===== config.mk =====
export PLATFORM = sky130hd
export DESIGN_NAME = clear_channel_assessment
export DESIGN_NICKNAME = d
export VERILOG_FILES = /design/src/core/busy_decide.v /design/src/core/clear_channel_assessment.v
export VERILOG_INCLUDE_DIRS = /design/src /design/src/core
export SDC_FILE = /design/constraint.sdc
export NUM_CORES = 1
export LEC_CHECK = 0
export BUFFER_PORTS_ARGS = -buffer_cell sky130_fd_sc_hd__buf_2
export CORE_MARGIN = 2
export CORE_UTILIZATION = 37
export CTS_BUF_LIST = sky130_fd_sc_hd__clkbuf_4 sky130_fd_sc_hd__clkbuf_8 sky130_fd_sc_hd__clkbuf_16
export DETAILED_ROUTE_END_ITERATION = 6
export SYNTH_ARGS = -nofsm -noshare
export SYNTH_HDL_FRONTEND = slang
export SYNTH_SLANG_ARGS = --single-unit

===== constraint.sdc =====
create_clock -name ref_clk -period 4.37 [get_ports ref_clk]
set_clock_uncertainty 0.15 [all_clocks]
set_input_delay 1.0925 -clock ref_clk [delete_from_list [all_inputs] [get_ports ref_clk]]
set_output_delay 1.0925 -clock ref_clk [all_outputs]
set_load 0.05 [all_outputs]

===== src/core/cca_consts.vh =====
`ifndef CCA_CONSTS_VH
`define CCA_CONSTS_VH

// Register offsets
`define CCA_ADDR_STATUS 6'h01
`define CCA_ADDR_CONFIG 6'h08
`define CCA_ADDR_THRESH 6'h09

// Channel configuration fields
`define CCA_TRIGGER_BIT 7
`define CCA_SELECT_HI 6
`define CCA_SELECT_LO 5
`define CCA_CHANNEL_HI 4
`define CCA_CHANNEL_LO 0
`define CCA_SELECT_RESET 2'h1
`define CCA_CHANNEL_RESET 5'h0B

// Threshold field
`define CCA_LIMIT_HI 3
`define CCA_LIMIT_LO 0
`define CCA_LIMIT_RESET 4'h7

// Status fields
`define ASSESSMENT_COMPLETE_BIT 7
`define CCA_IDLE_BIT 6

// Assessment select codes
`define CCA_SEL_OR 2'h0
`define CCA_SEL_ENERGY 2'h1
`define CCA_SEL_CARRIER 2'h2
`define CCA_SEL_AND 2'h3

// Timing: clock period, measurement window and result deadline, in ns
`define CCA_CLK_PERIOD_NS 25
`define CCA_MEAS_TIME_NS 128000
`define CCA_DEADLINE_NS 180000
// Least time rounds up, longest time rounds down
`define CCA_MEAS_CYCLES ((`CCA_MEAS_TIME_NS + `CCA_CLK_PERIOD_NS - 1) / `CCA_CLK_PERIOD_NS)
`define CCA_DEADLINE_CYCLES (`CCA_DEADLINE_NS / `CCA_CLK_PERIOD_NS)

`endif


===== src/core/busy_decide.v =====
`timescale 1ns/1ps
module busy_decide (
    // Mode and detector inputs
    input wire [1:0] select,
    input wire carrier_seen,
    input wire energy_seen,
    // Decision
    output reg busy
);
`include "cca_consts.vh"

    // Mode table for the busy decision
    always @* begin
        case (select)
            `CCA_SEL_OR: busy = carrier_seen | energy_seen;
            `CCA_SEL_ENERGY: busy = energy_seen;
            `CCA_SEL_CARRIER: busy = carrier_seen;
            `CCA_SEL_AND: busy = carrier_seen & energy_seen;
            default: busy = 1'b1;
        endcase
    end
endmodule


===== src/core/clear_channel_assessment.v =====
`timescale 1ns/1ps
// Overview of operation
// - Mode 1: busy when energy above limit
// - Mode 2: busy only on carrier detection
// - Mode 0 ORs, mode 3 ANDs both
// - Trigger bit in config register starts assessment
// - Result ready within 180us, 128us window
// - Completion raises shared measurement-done interrupt
// - Busy above floor plus 2dB times limit
// - Status bits readable, cleared by new trigger
// - Complete set; idle flag set if the mode's decision is not busy in a receive state
// - Carrier modes flag detected frames as busy; busy receive counts a carrier if carrier_detect is high at trigger or during the auto measurement wait
// - Outside receive states: complete without measuring
// - Listen state: eight-symbol window, then complete
// - Busy receive: timing depends on mode, sync
// - Energy modes wait for running auto measurement
// - Carrier-only mode answers at once
// - Preamble detect off keeps listen timing
// - Trigger reads zero, clears itself
// - Select field bits 6:5, resets to 1
// - Limit field bits 3:0, resets to 7
// - Complete bit 7, idle bit 6, reset 0
`include "cca_consts.vh"

module clear_channel_assessment #(
    parameter MEAS_CYCLES = `CCA_MEAS_CYCLES,
    parameter DEADLINE_CYCLES = `CCA_DEADLINE_CYCLES,
    parameter CNT_W = 13
) (
    // Clock and reset
    input wire ref_clk,
    input wire rst_b,
    // Register access port
    input wire [5:0] reg_addr,
    input wire [7:0] reg_wdata,
    input wire reg_write,
    input wire reg_read,
    output reg [7:0] reg_rdata,
    // Receiver state
    input wire [4:0] trx_state_code,
    input wire basic_mode,
    input wire rx_listen,
    input wire rx_busy,
    input wire preamble_detect_off,
    // Detectors
    input wire carrier_detect,
    input wire auto_meas_active,
    input wire meas_done,
    input wire [7:0] meas_level,
    // Measurement request, channel and interrupt
    output reg meas_start,
    output wire [4:0] channel_number,
    output reg done_irq
);

    // Sequencer states
    localparam [1:0] ST_IDLE = 2'h0;
    localparam [1:0] ST_LISTEN = 2'h1;
    localparam [1:0] ST_WAIT_AUTO = 2'h2;
    localparam [1:0] ST_FINISH = 2'h3;

    // Counter end points; the deadline point leaves the finishing and
    // status cycles inside the result deadline
    localparam integer MEAS_LAST_I = MEAS_CYCLES - 1;
    localparam integer DEAD_LAST_I = DEADLINE_CYCLES - 2;
    localparam [CNT_W-1:0] MEAS_LAST = MEAS_LAST_I[CNT_W-1:0];
    localparam [CNT_W-1:0] DEAD_LAST = DEAD_LAST_I[CNT_W-1:0];

    // Stored fields, status, timer and detector captures
    reg [1:0] state;
    reg [1:0] next_state;
    reg [1:0] select;
    reg [4:0] channel;
    reg [3:0] limit;
    reg complete;
    reg idle_flag;
    reg [CNT_W-1:0] count;
    reg carrier_seen;
    reg energy_seen;
    reg level_seen;
    reg [7:0] last_level;
    reg measured;

    // Decoded requests and decision nets
    wire trigger;
    wire accept;
    wire finishing;
    wire listening;
    wire in_receive;
    wire level_busy;
    wire last_busy;
    wire final_busy;
    wire [7:0] limit_db;
    wire [1:0] req_select;
    wire watching;

    // Config writes with a one in the trigger bit request an assessment
    assign trigger = reg_write && (reg_addr == `CCA_ADDR_CONFIG) &&
                     reg_wdata[`CCA_TRIGGER_BIT];
    assign finishing = (state == ST_FINISH);
    // A completion in progress wins over a colliding trigger
    assign accept = trigger && !finishing;
    // Path choice uses the mode carried by the trigger write itself
    assign req_select = reg_wdata[`CCA_SELECT_HI:`CCA_SELECT_LO];
    assign watching = (state == ST_LISTEN) || (state == ST_WAIT_AUTO);

    // Channel field is only stored and passed on
    assign channel_number = channel;

    // Receive states only count in the basic operating mode;
    // preamble detection off means the receiver never leaves listening
    assign listening = rx_listen || (rx_busy && preamble_detect_off);
    assign in_receive = basic_mode && (rx_listen || rx_busy);

    // Limit is in 2 dB steps above the floor; level is 1 dB above floor
    // Both sides count from the floor, so no offset is needed
    assign limit_db = {3'h0, limit, 1'b0};
    assign level_busy = meas_level > limit_db;
    assign last_busy = last_level > limit_db;

    // Shared mode table
    // Stored mode already holds the written one when the result forms
    busy_decide u_decide (
        .select(select),
        .carrier_seen(carrier_seen),
        .energy_seen(energy_seen),
        .busy(final_busy)
    );

    // Configuration registers; trigger bit is never stored
    // A new limit applies to the next comparison, even mid-run
    always @(posedge ref_clk or negedge rst_b) begin
        if (!rst_b) begin
            select <= `CCA_SELECT_RESET;
            channel <= `CCA_CHANNEL_RESET;
            limit <= `CCA_LIMIT_RESET;
        end else if (reg_write) begin
            if (reg_addr == `CCA_ADDR_CONFIG) begin
                select <= reg_wdata[`CCA_SELECT_HI:`CCA_SELECT_LO];
                channel <= reg_wdata[`CCA_CHANNEL_HI:`CCA_CHANNEL_LO];
            end
            if (reg_addr == `CCA_ADDR_THRESH) begin
                limit <= reg_wdata[`CCA_LIMIT_HI:`CCA_LIMIT_LO];
            end
        end
    end

    // Registered read data, valid the cycle after the read strobe
    // Trigger bit and the reserved status bit always read zero
    always @(posedge ref_clk or negedge rst_b) begin
        if (!rst_b) begin
            reg_rdata <= 8'h00;
        end else if (reg_read) begin
            case (reg_addr)
                `CCA_ADDR_STATUS:
                    reg_rdata <= {complete, idle_flag, 1'b0, trx_state_code};
                `CCA_ADDR_CONFIG:
                    reg_rdata <= {1'b0, select, channel};
                `CCA_ADDR_THRESH:
                    reg_rdata <= {4'h0, limit};
                default:
                    reg_rdata <= 8'h00;
            endcase
        end
    end

    // Latest finished energy level, used when asked after a frame's
    // automatic measurement is already over
    always @(posedge ref_clk or negedge rst_b) begin
        if (!rst_b) begin
            last_level <= 8'h00;
        end else if (meas_done) begin
            last_level <= meas_level;
        end
    end

    // Sequencer for one assessment; an accepted trigger picks the path
    // afresh from any state except ST_FINISH, so a cut-short run never raises its own
    // interrupt and the new run raises exactly one
    always @* begin
        next_state = state;
        if (accept) begin
            if (!in_receive) begin
                next_state = ST_FINISH;
            end else if (listening) begin
                next_state = ST_LISTEN;
            end else if (req_select == `CCA_SEL_CARRIER) begin
                next_state = ST_FINISH;
            end else if (auto_meas_active) begin
                next_state = ST_WAIT_AUTO;
            end else begin
                next_state = ST_FINISH;
            end
        end else begin
            case (state)
                ST_IDLE: begin
                    next_state = ST_IDLE;
                end
                ST_LISTEN: begin
                    // Ends once the window is over and the level is in,
                    // or at the deadline whatever the level source does
                    if (((count >= MEAS_LAST) && level_seen) ||
                        (count >= DEAD_LAST)) begin
                        next_state = ST_FINISH;
                    end
                end
                ST_WAIT_AUTO: begin
                    // Deadline bounds the wait on the frame's measurement
                    if (meas_done || (count >= DEAD_LAST)) begin
                        next_state = ST_FINISH;
                    end
                end
                ST_FINISH: begin
                    next_state = ST_IDLE;
                end
                default: begin
                    next_state = ST_IDLE;
                end
            endcase
        end
    end

    // State register
    always @(posedge ref_clk or negedge rst_b) begin
        if (!rst_b) begin
            state <= ST_IDLE;
        end else begin
            state <= next_state;
        end
    end

    // Window timer, restarted by every accepted trigger
    // Counting on in the finishing cycle is harmless; the next trigger clears it
    always @(posedge ref_clk or negedge rst_b) begin
        if (!rst_b) begin
            count <= {CNT_W{1'b0}};
        end else if (accept) begin
            count <= {CNT_W{1'b0}};
        end else if (state != ST_IDLE) begin
            count <= count + 1'b1;
        end
    end

    // Measurement request, only when the window itself has to measure
    // A waiting or immediate run uses the frame's own measurement
    always @(posedge ref_clk or negedge rst_b) begin
        if (!rst_b) begin
            meas_start <= 1'b0;
        end else begin
            meas_start <= accept && in_receive && listening;
        end
    end

    // Detector captures; a restart clears whatever an aborted run saw
    always @(posedge ref_clk or negedge rst_b) begin
        if (!rst_b) begin
            carrier_seen <= 1'b0;
            energy_seen <= 1'b0;
            level_seen <= 1'b0;
            measured <= 1'b0;
        end else if (accept) begin
            level_seen <= 1'b0;
            measured <= in_receive;
            // Busy receive means a sync header was found already
            carrier_seen <= in_receive && !listening &&
                            carrier_detect;
            energy_seen <= in_receive && !listening &&
                           !auto_meas_active && last_busy;
        end else begin
            // Carrier and level only count inside a running window or wait
            if (watching && carrier_detect) begin
                carrier_seen <= 1'b1;
            end
            if (watching && meas_done) begin
                level_seen <= 1'b1;
                if (level_busy) begin
                    energy_seen <= 1'b1;
                end
            end
        end
    end

    // Status bits and interrupt; completion set wins over trigger clear
    // Outside receive nothing was measured, so idle stays low
    always @(posedge ref_clk or negedge rst_b) begin
        if (!rst_b) begin
            complete <= 1'b0;
            idle_flag <= 1'b0;
            done_irq <= 1'b0;
        end else begin
            done_irq <= 1'b0;
            if (finishing) begin
                complete <= 1'b1;
                idle_flag <= measured && !final_busy;
                done_irq <= 1'b1;
            end else if (trigger) begin
                complete <= 1'b0;
                idle_flag <= 1'b0;
            end
        end
    end
endmodule


# Yosys cells after proc, flatten, opt, wreduce, memory -nomap -nowiden
# Index checks and enable logic that the tools add are counted.
[op_classes]
n_bitwise = 2
n_mux = 23
n_addsub = 1
order_cmp = 4
n_mul = 0
shift = 0
div_mod_pow = 0
eq_ne = 12
n_reduce_logical = 37
[ops]
columns = ["operator", "n"]
rows = [
  ["13-bit >= comparator, second input constant", 2],
  ["13-bit 2-to-1 mux", 2],
  ["8-bit case mux with 3 select lines", 1],
  ["8-bit by 5-bit > comparator with 1-bit output", 2],
  ["1-bit logical AND", 15],
  ["13-bit by 1-bit adder with 13-bit output, second input constant", 1],
  ["1-bit 2-to-1 mux", 13],
  ["6-bit by 4-bit == test with 1-bit output, second input constant", 2],
  ["2-bit nonzero test", 6],
  ["2-bit == test, second input constant", 5],
  ["2-bit 2-to-1 mux", 5],
  ["2-bit AND reduction", 4],
  ["6-bit by 1-bit == test with 1-bit output, second input constant", 1],
  ["3-bit by 2-bit != test with 1-bit output, second input constant", 2],
  ["2-bit case mux with 3 select lines", 1],
  ["1-bit logical OR", 5],
  ["2-bit by 1-bit == test with 1-bit output, second input constant", 2],
  ["1-bit logical NOT", 4],
  ["2-bit logical NOT", 2],
  ["1-bit case mux with 4 select lines", 1],
  ["2-bit OR reduction", 1],
  ["1-bit bitwise AND", 1],
  ["1-bit bitwise OR", 1],
]
[totals]
latchBits = 0
mem_bits_rw = 0
output_inout_bits = 15
romBits = 0
wordCells = 94
regBits = 50
memories = 0

# Depth between registers and ports, before layout
[depth]
word_depth = 7
ltp_mapped = 8
ltp_nobuf = 7

# Hierarchy
# Synthesis repeated with hierarchy kept, for this count alone.
[hier_totals]
cells_unflattened = 241
hier_area_um2 = 2600.0
[by_module_without_submodules]
columns = ["module", "area_per_inst_um2", "instances", "cells_per_inst", "seq_area_each_um2"]
rows = [
  ["clear_channel_assessment", 2581.2, 1, 238, 1260.0],
  ["busy_decide", 18.8, 1, 3, 0.0],
]

# Worst setup path before layout
# Ideal clock, no wire load.
[synth_timing]
path_type = "in2reg"
startpoint = "input reg_addr[3]"
endpoint = "register state[0]"
arrival_time_ps = 2182
path_stages = 6
setup_time_ps = 126
slack_ps = 1912
required_time_ps = 4094
path_cell_list = "buf_4 -> nor2b_1 -> buf_2 -> nand4_2 -> or3_1 -> o311a_1"
[synth_via]
elab_chain_cells = 6
[synth_rtl]
columns = ["item", "line_no", "text"]
rows = [
  ["from (decl)", "clear_channel_assessment.v:34", "input wire [5:0] reg_addr,"],
  ["6-bit by 4-bit == test with 1-bit output *", "--", ""],
  ["1-bit logical AND * (2 in a row)", "clear_channel_assessment.v:98", "assign trigger = reg_write && (reg_addr == `CCA_ADDR_CONFIG) &&"],
  ["1-bit logical AND *", "clear_channel_assessment.v:102", "assign accept = trigger && !finishing;"],
  ["3-bit by 2-bit != test with 1-bit output (no source line)", "--", ""],
  ["2-bit AND reduction (no source line)", "--", ""],
  ["to (signal assigned)", "clear_channel_assessment.v:228", "state <= next_state;"],
  ["to (decl)", "clear_channel_assessment.v:70", "reg [1:0] state;"],
]
# Every way passes the cells marked *; elsewhere a longest branch is shown, timed or not.
# A chain may end at the register's enable or synchronous reset.

# Final worst setup path
[layout_timing]
startpoint = "input reg_addr[1]"
endpoint = "register state[0]"
# The elaborated chain is that of the path after synthesis.

==> run metrics <==
placer congestion estimate 0.796; Setup crit end kind register; power density over the cells 470 nW/um^2; Worst VDD drop 0.000156 V; Max FO, Critical Path 19; RSZ-0062 raised after global routing false; DIE AREA 7630 sq um; CTS tree done; FF+latch count, synth 50; max-cap check violation count 0; Async SR Flop Fraction 100%; status finished clean; gr usage total 14.8%; min cycle time layout 2.73 ns; Via-to-Cell Ratio 5.10; Die H 87.3 um; Synth Flop Type dfrtp_1; Post-Route WL 5.39 mm; placed cells 371; DIE WIDTH 87.3 um; grt ovf 0; area grow syn2layout 17.1%; Slew Limit Fails 0; worst path arrival time 2.81 ns; Pre-antenna DRT Iters 4; worst-margin pin slew 1.07 ns; DR WL/cell 14.2 um; H-tree depth 2; top cells by area, synth dfrtp_1, mux2_2, dfstp_2; Inserted Clock Buffers 5; clk slew on worst S/H paths 0.08 ns; Avg Inst Size Synth 10.6 sq um; row count 30; hold crit path type register to register; Hold Slack 0.349 ns; Post-Synthesis Cells 243; Slew HR 28.6%; endpoints failing setup 0; Distinct cells, synth 41; Final Hold Viols 0; CTS root buffer clkbuf_8; DRC viols 0; Worst EP required 4.45 ns; # IOs 53; Setup CP Type primary input to register; f_max 366 MHz; dpl hpwl 4.03 mm; Startpoint Class primary input; Detailed Route Iter0 Violations 52; worst setup margin 1.64 ns; number of global-route vias before repair 1931; Synth Net Count 295; setup slack at placement 1.34 ns; antenna cells 0; non-filler cells, final 379; Post-synth EDFFs 0; Hold Buf Count CTS 0; clock latency on the worst-skew pair 0.30 ns; Yosys top cell area share 41.9%; period utilization 62.4%; P_leak 1.37 nW; Buffers on Ports 52; CTS Sinks 50; Max Root-Sink Buffers 2; vias 1934; sequential area share after synthesis 49.0%; first-pass GRT wire length 8.96 mm; post-synthesis cell area 2570 sq um; Starting Density 38.0%; # nets final 350; Post-CTS Resized 0; share of cells above drive strength 1 30.8%; YS warnings 0; core area 6760 sq um; setup_tns 0 ns; largest net degree at the start of global routing 49; largest area contributor in the netlist dfrtp_1; Final ANT Viol Nets 0; initial antenna violation count 0; Post CTS Setup Buffer Count 0
==> final timing paths <==
check	startpoint	to	slack, ns	depth (start not counted)
max	reg_addr[1]	state[0]	1.64	6
min	measured	measured	0.35	2
max reg2reg	state[0]	state[0]	2.13	6
min reg2reg	measured	measured	0.35	2
max in group asynchronous	rst_b	limit[0]	2.50	2
min in group asynchronous	rst_b	reg_rdata[1]	0.81	1
==> through the flow <==
| step | power [mW] | utilization (%) | instance area (sq um) |
|---|---|---|---|
| 6_report | 1.41 | 44.6 | 3010 |
| 5_1_grt | 1.52 | 44.6 | 3010 |
| 4_1_cts | 1.42 | 44.6 | 3010 |
| 3_5_place_dp | 1.14 | 43.1 | 2920 |
| 3_3_place_gp | 1.13 | 43.1 | 2920 |
| 2_1_floorplan | 1.01 | - | 2570 |
==> cell type report <==
| class | count | area, sq um |
|---|---|---|
| fill | 677 | 3750 |
| sequential | 50 | 1260 |
| multi-input combinational | 167 | 1200 |
| timing repair buffer | 54 | 275 |
| tap | 80 | 100 |
| clock buffer | 6 | 82.6 |
| inverter | 20 | 75.1 |
| clock inverter | 2 | 12.5 |
==> critical path, stage by stage <==
cell,delay [ns]
buf_2,0.11
nor4_4,0.42
and4_1,0.73
nor2_1,0.13
o31ai_1,0.11
o311a_1,0.20
==> synthesized netlist by cell type (2+ instances only) <==
| master | instances |
|---|---|
| dfstp_2 | 7 |
| o211ai_1 | 2 |
| nor2b_1 | 7 |
| mux2_2 | 21 |
| or3_1 | 4 |
| ha_1 | 14 |
| o22ai_1 | 9 |
| buf_2 | 3 |
| a22oi_1 | 6 |
| nor2_1 | 26 |
| nand2b_1 | 4 |
| dfrtp_1 | 43 |
| xor2_1 | 6 |
| a21oi_1 | 9 |
| o21ai_0 | 9 |
| clkbuf_1 | 2 |
| nand3_1 | 6 |
| nor4_1 | 4 |
| nand4_1 | 6 |
| inv_1 | 20 |
| nand2_1 | 11 |
| xnor2_1 | 5 |
==> power by group <==
part / internal, mW / switching (mW)
Sequential: 0.569 / 0.105
Clock: 0.127 / 0.151
Combinational: 0.202 / 0.259
==> per-layer routing <==
metal  vias to the layer above  track usage [%]  wire (um)
met3                         6             3.41        239
met4                         0             3.78         65
met1                       914             19.6       2530
met2                        40             24.6       2550
met5                         -                0          0
li1                        974                -          -
==> flip-flops by register name (all words and copies together), names as in the netlist <==
name	flops
state	2
level_seen	1
energy_seen	1
select	2
carrier_seen	1
measured	1
limit	4
meas_start	1
last_level	8
idle_flag	1
channel_number	5
count	13
complete	1
reg_rdata	8
done_irq	1
==> cell families after synthesis <==
kind of cell,share of synthesized area [%]
and+or+nand+nor,16.3
DFF,49.0
AOI/OAI and AO/OA,10.9
buffers and inverters,4.09
muxes,9.20
adders and majority gates,6.82
xor gates and xnor gates,3.75
==> cell usage in the layout, fill, tap and decap left out, types with 2 or more instances in the layout <==
| cell type | count |
|---|---|
| dfrtp_1 | 43 |
| mux2_2 | 21 |
| a22oi_1 | 6 |
| o22ai_1 | 9 |
| nor2_1 | 26 |
| dfstp_2 | 7 |
| nor2b_1 | 7 |
| xor2_1 | 6 |
| a21oi_1 | 9 |
| buf_4 | 2 |
| o21ai_0 | 9 |
| nor4_1 | 4 |
| inv_1 | 20 |
| xnor2_1 | 5 |
| or3_1 | 4 |
| nand2b_1 | 4 |
| nand3_1 | 6 |
| nand4_1 | 6 |
| ha_1 | 14 |
| nand2_1 | 11 |
| o211ai_1 | 2 |
| buf_2 | 52 |
| clkbuf_8 | 6 |
Note: power is estimated with default switching activity, not from simulation.
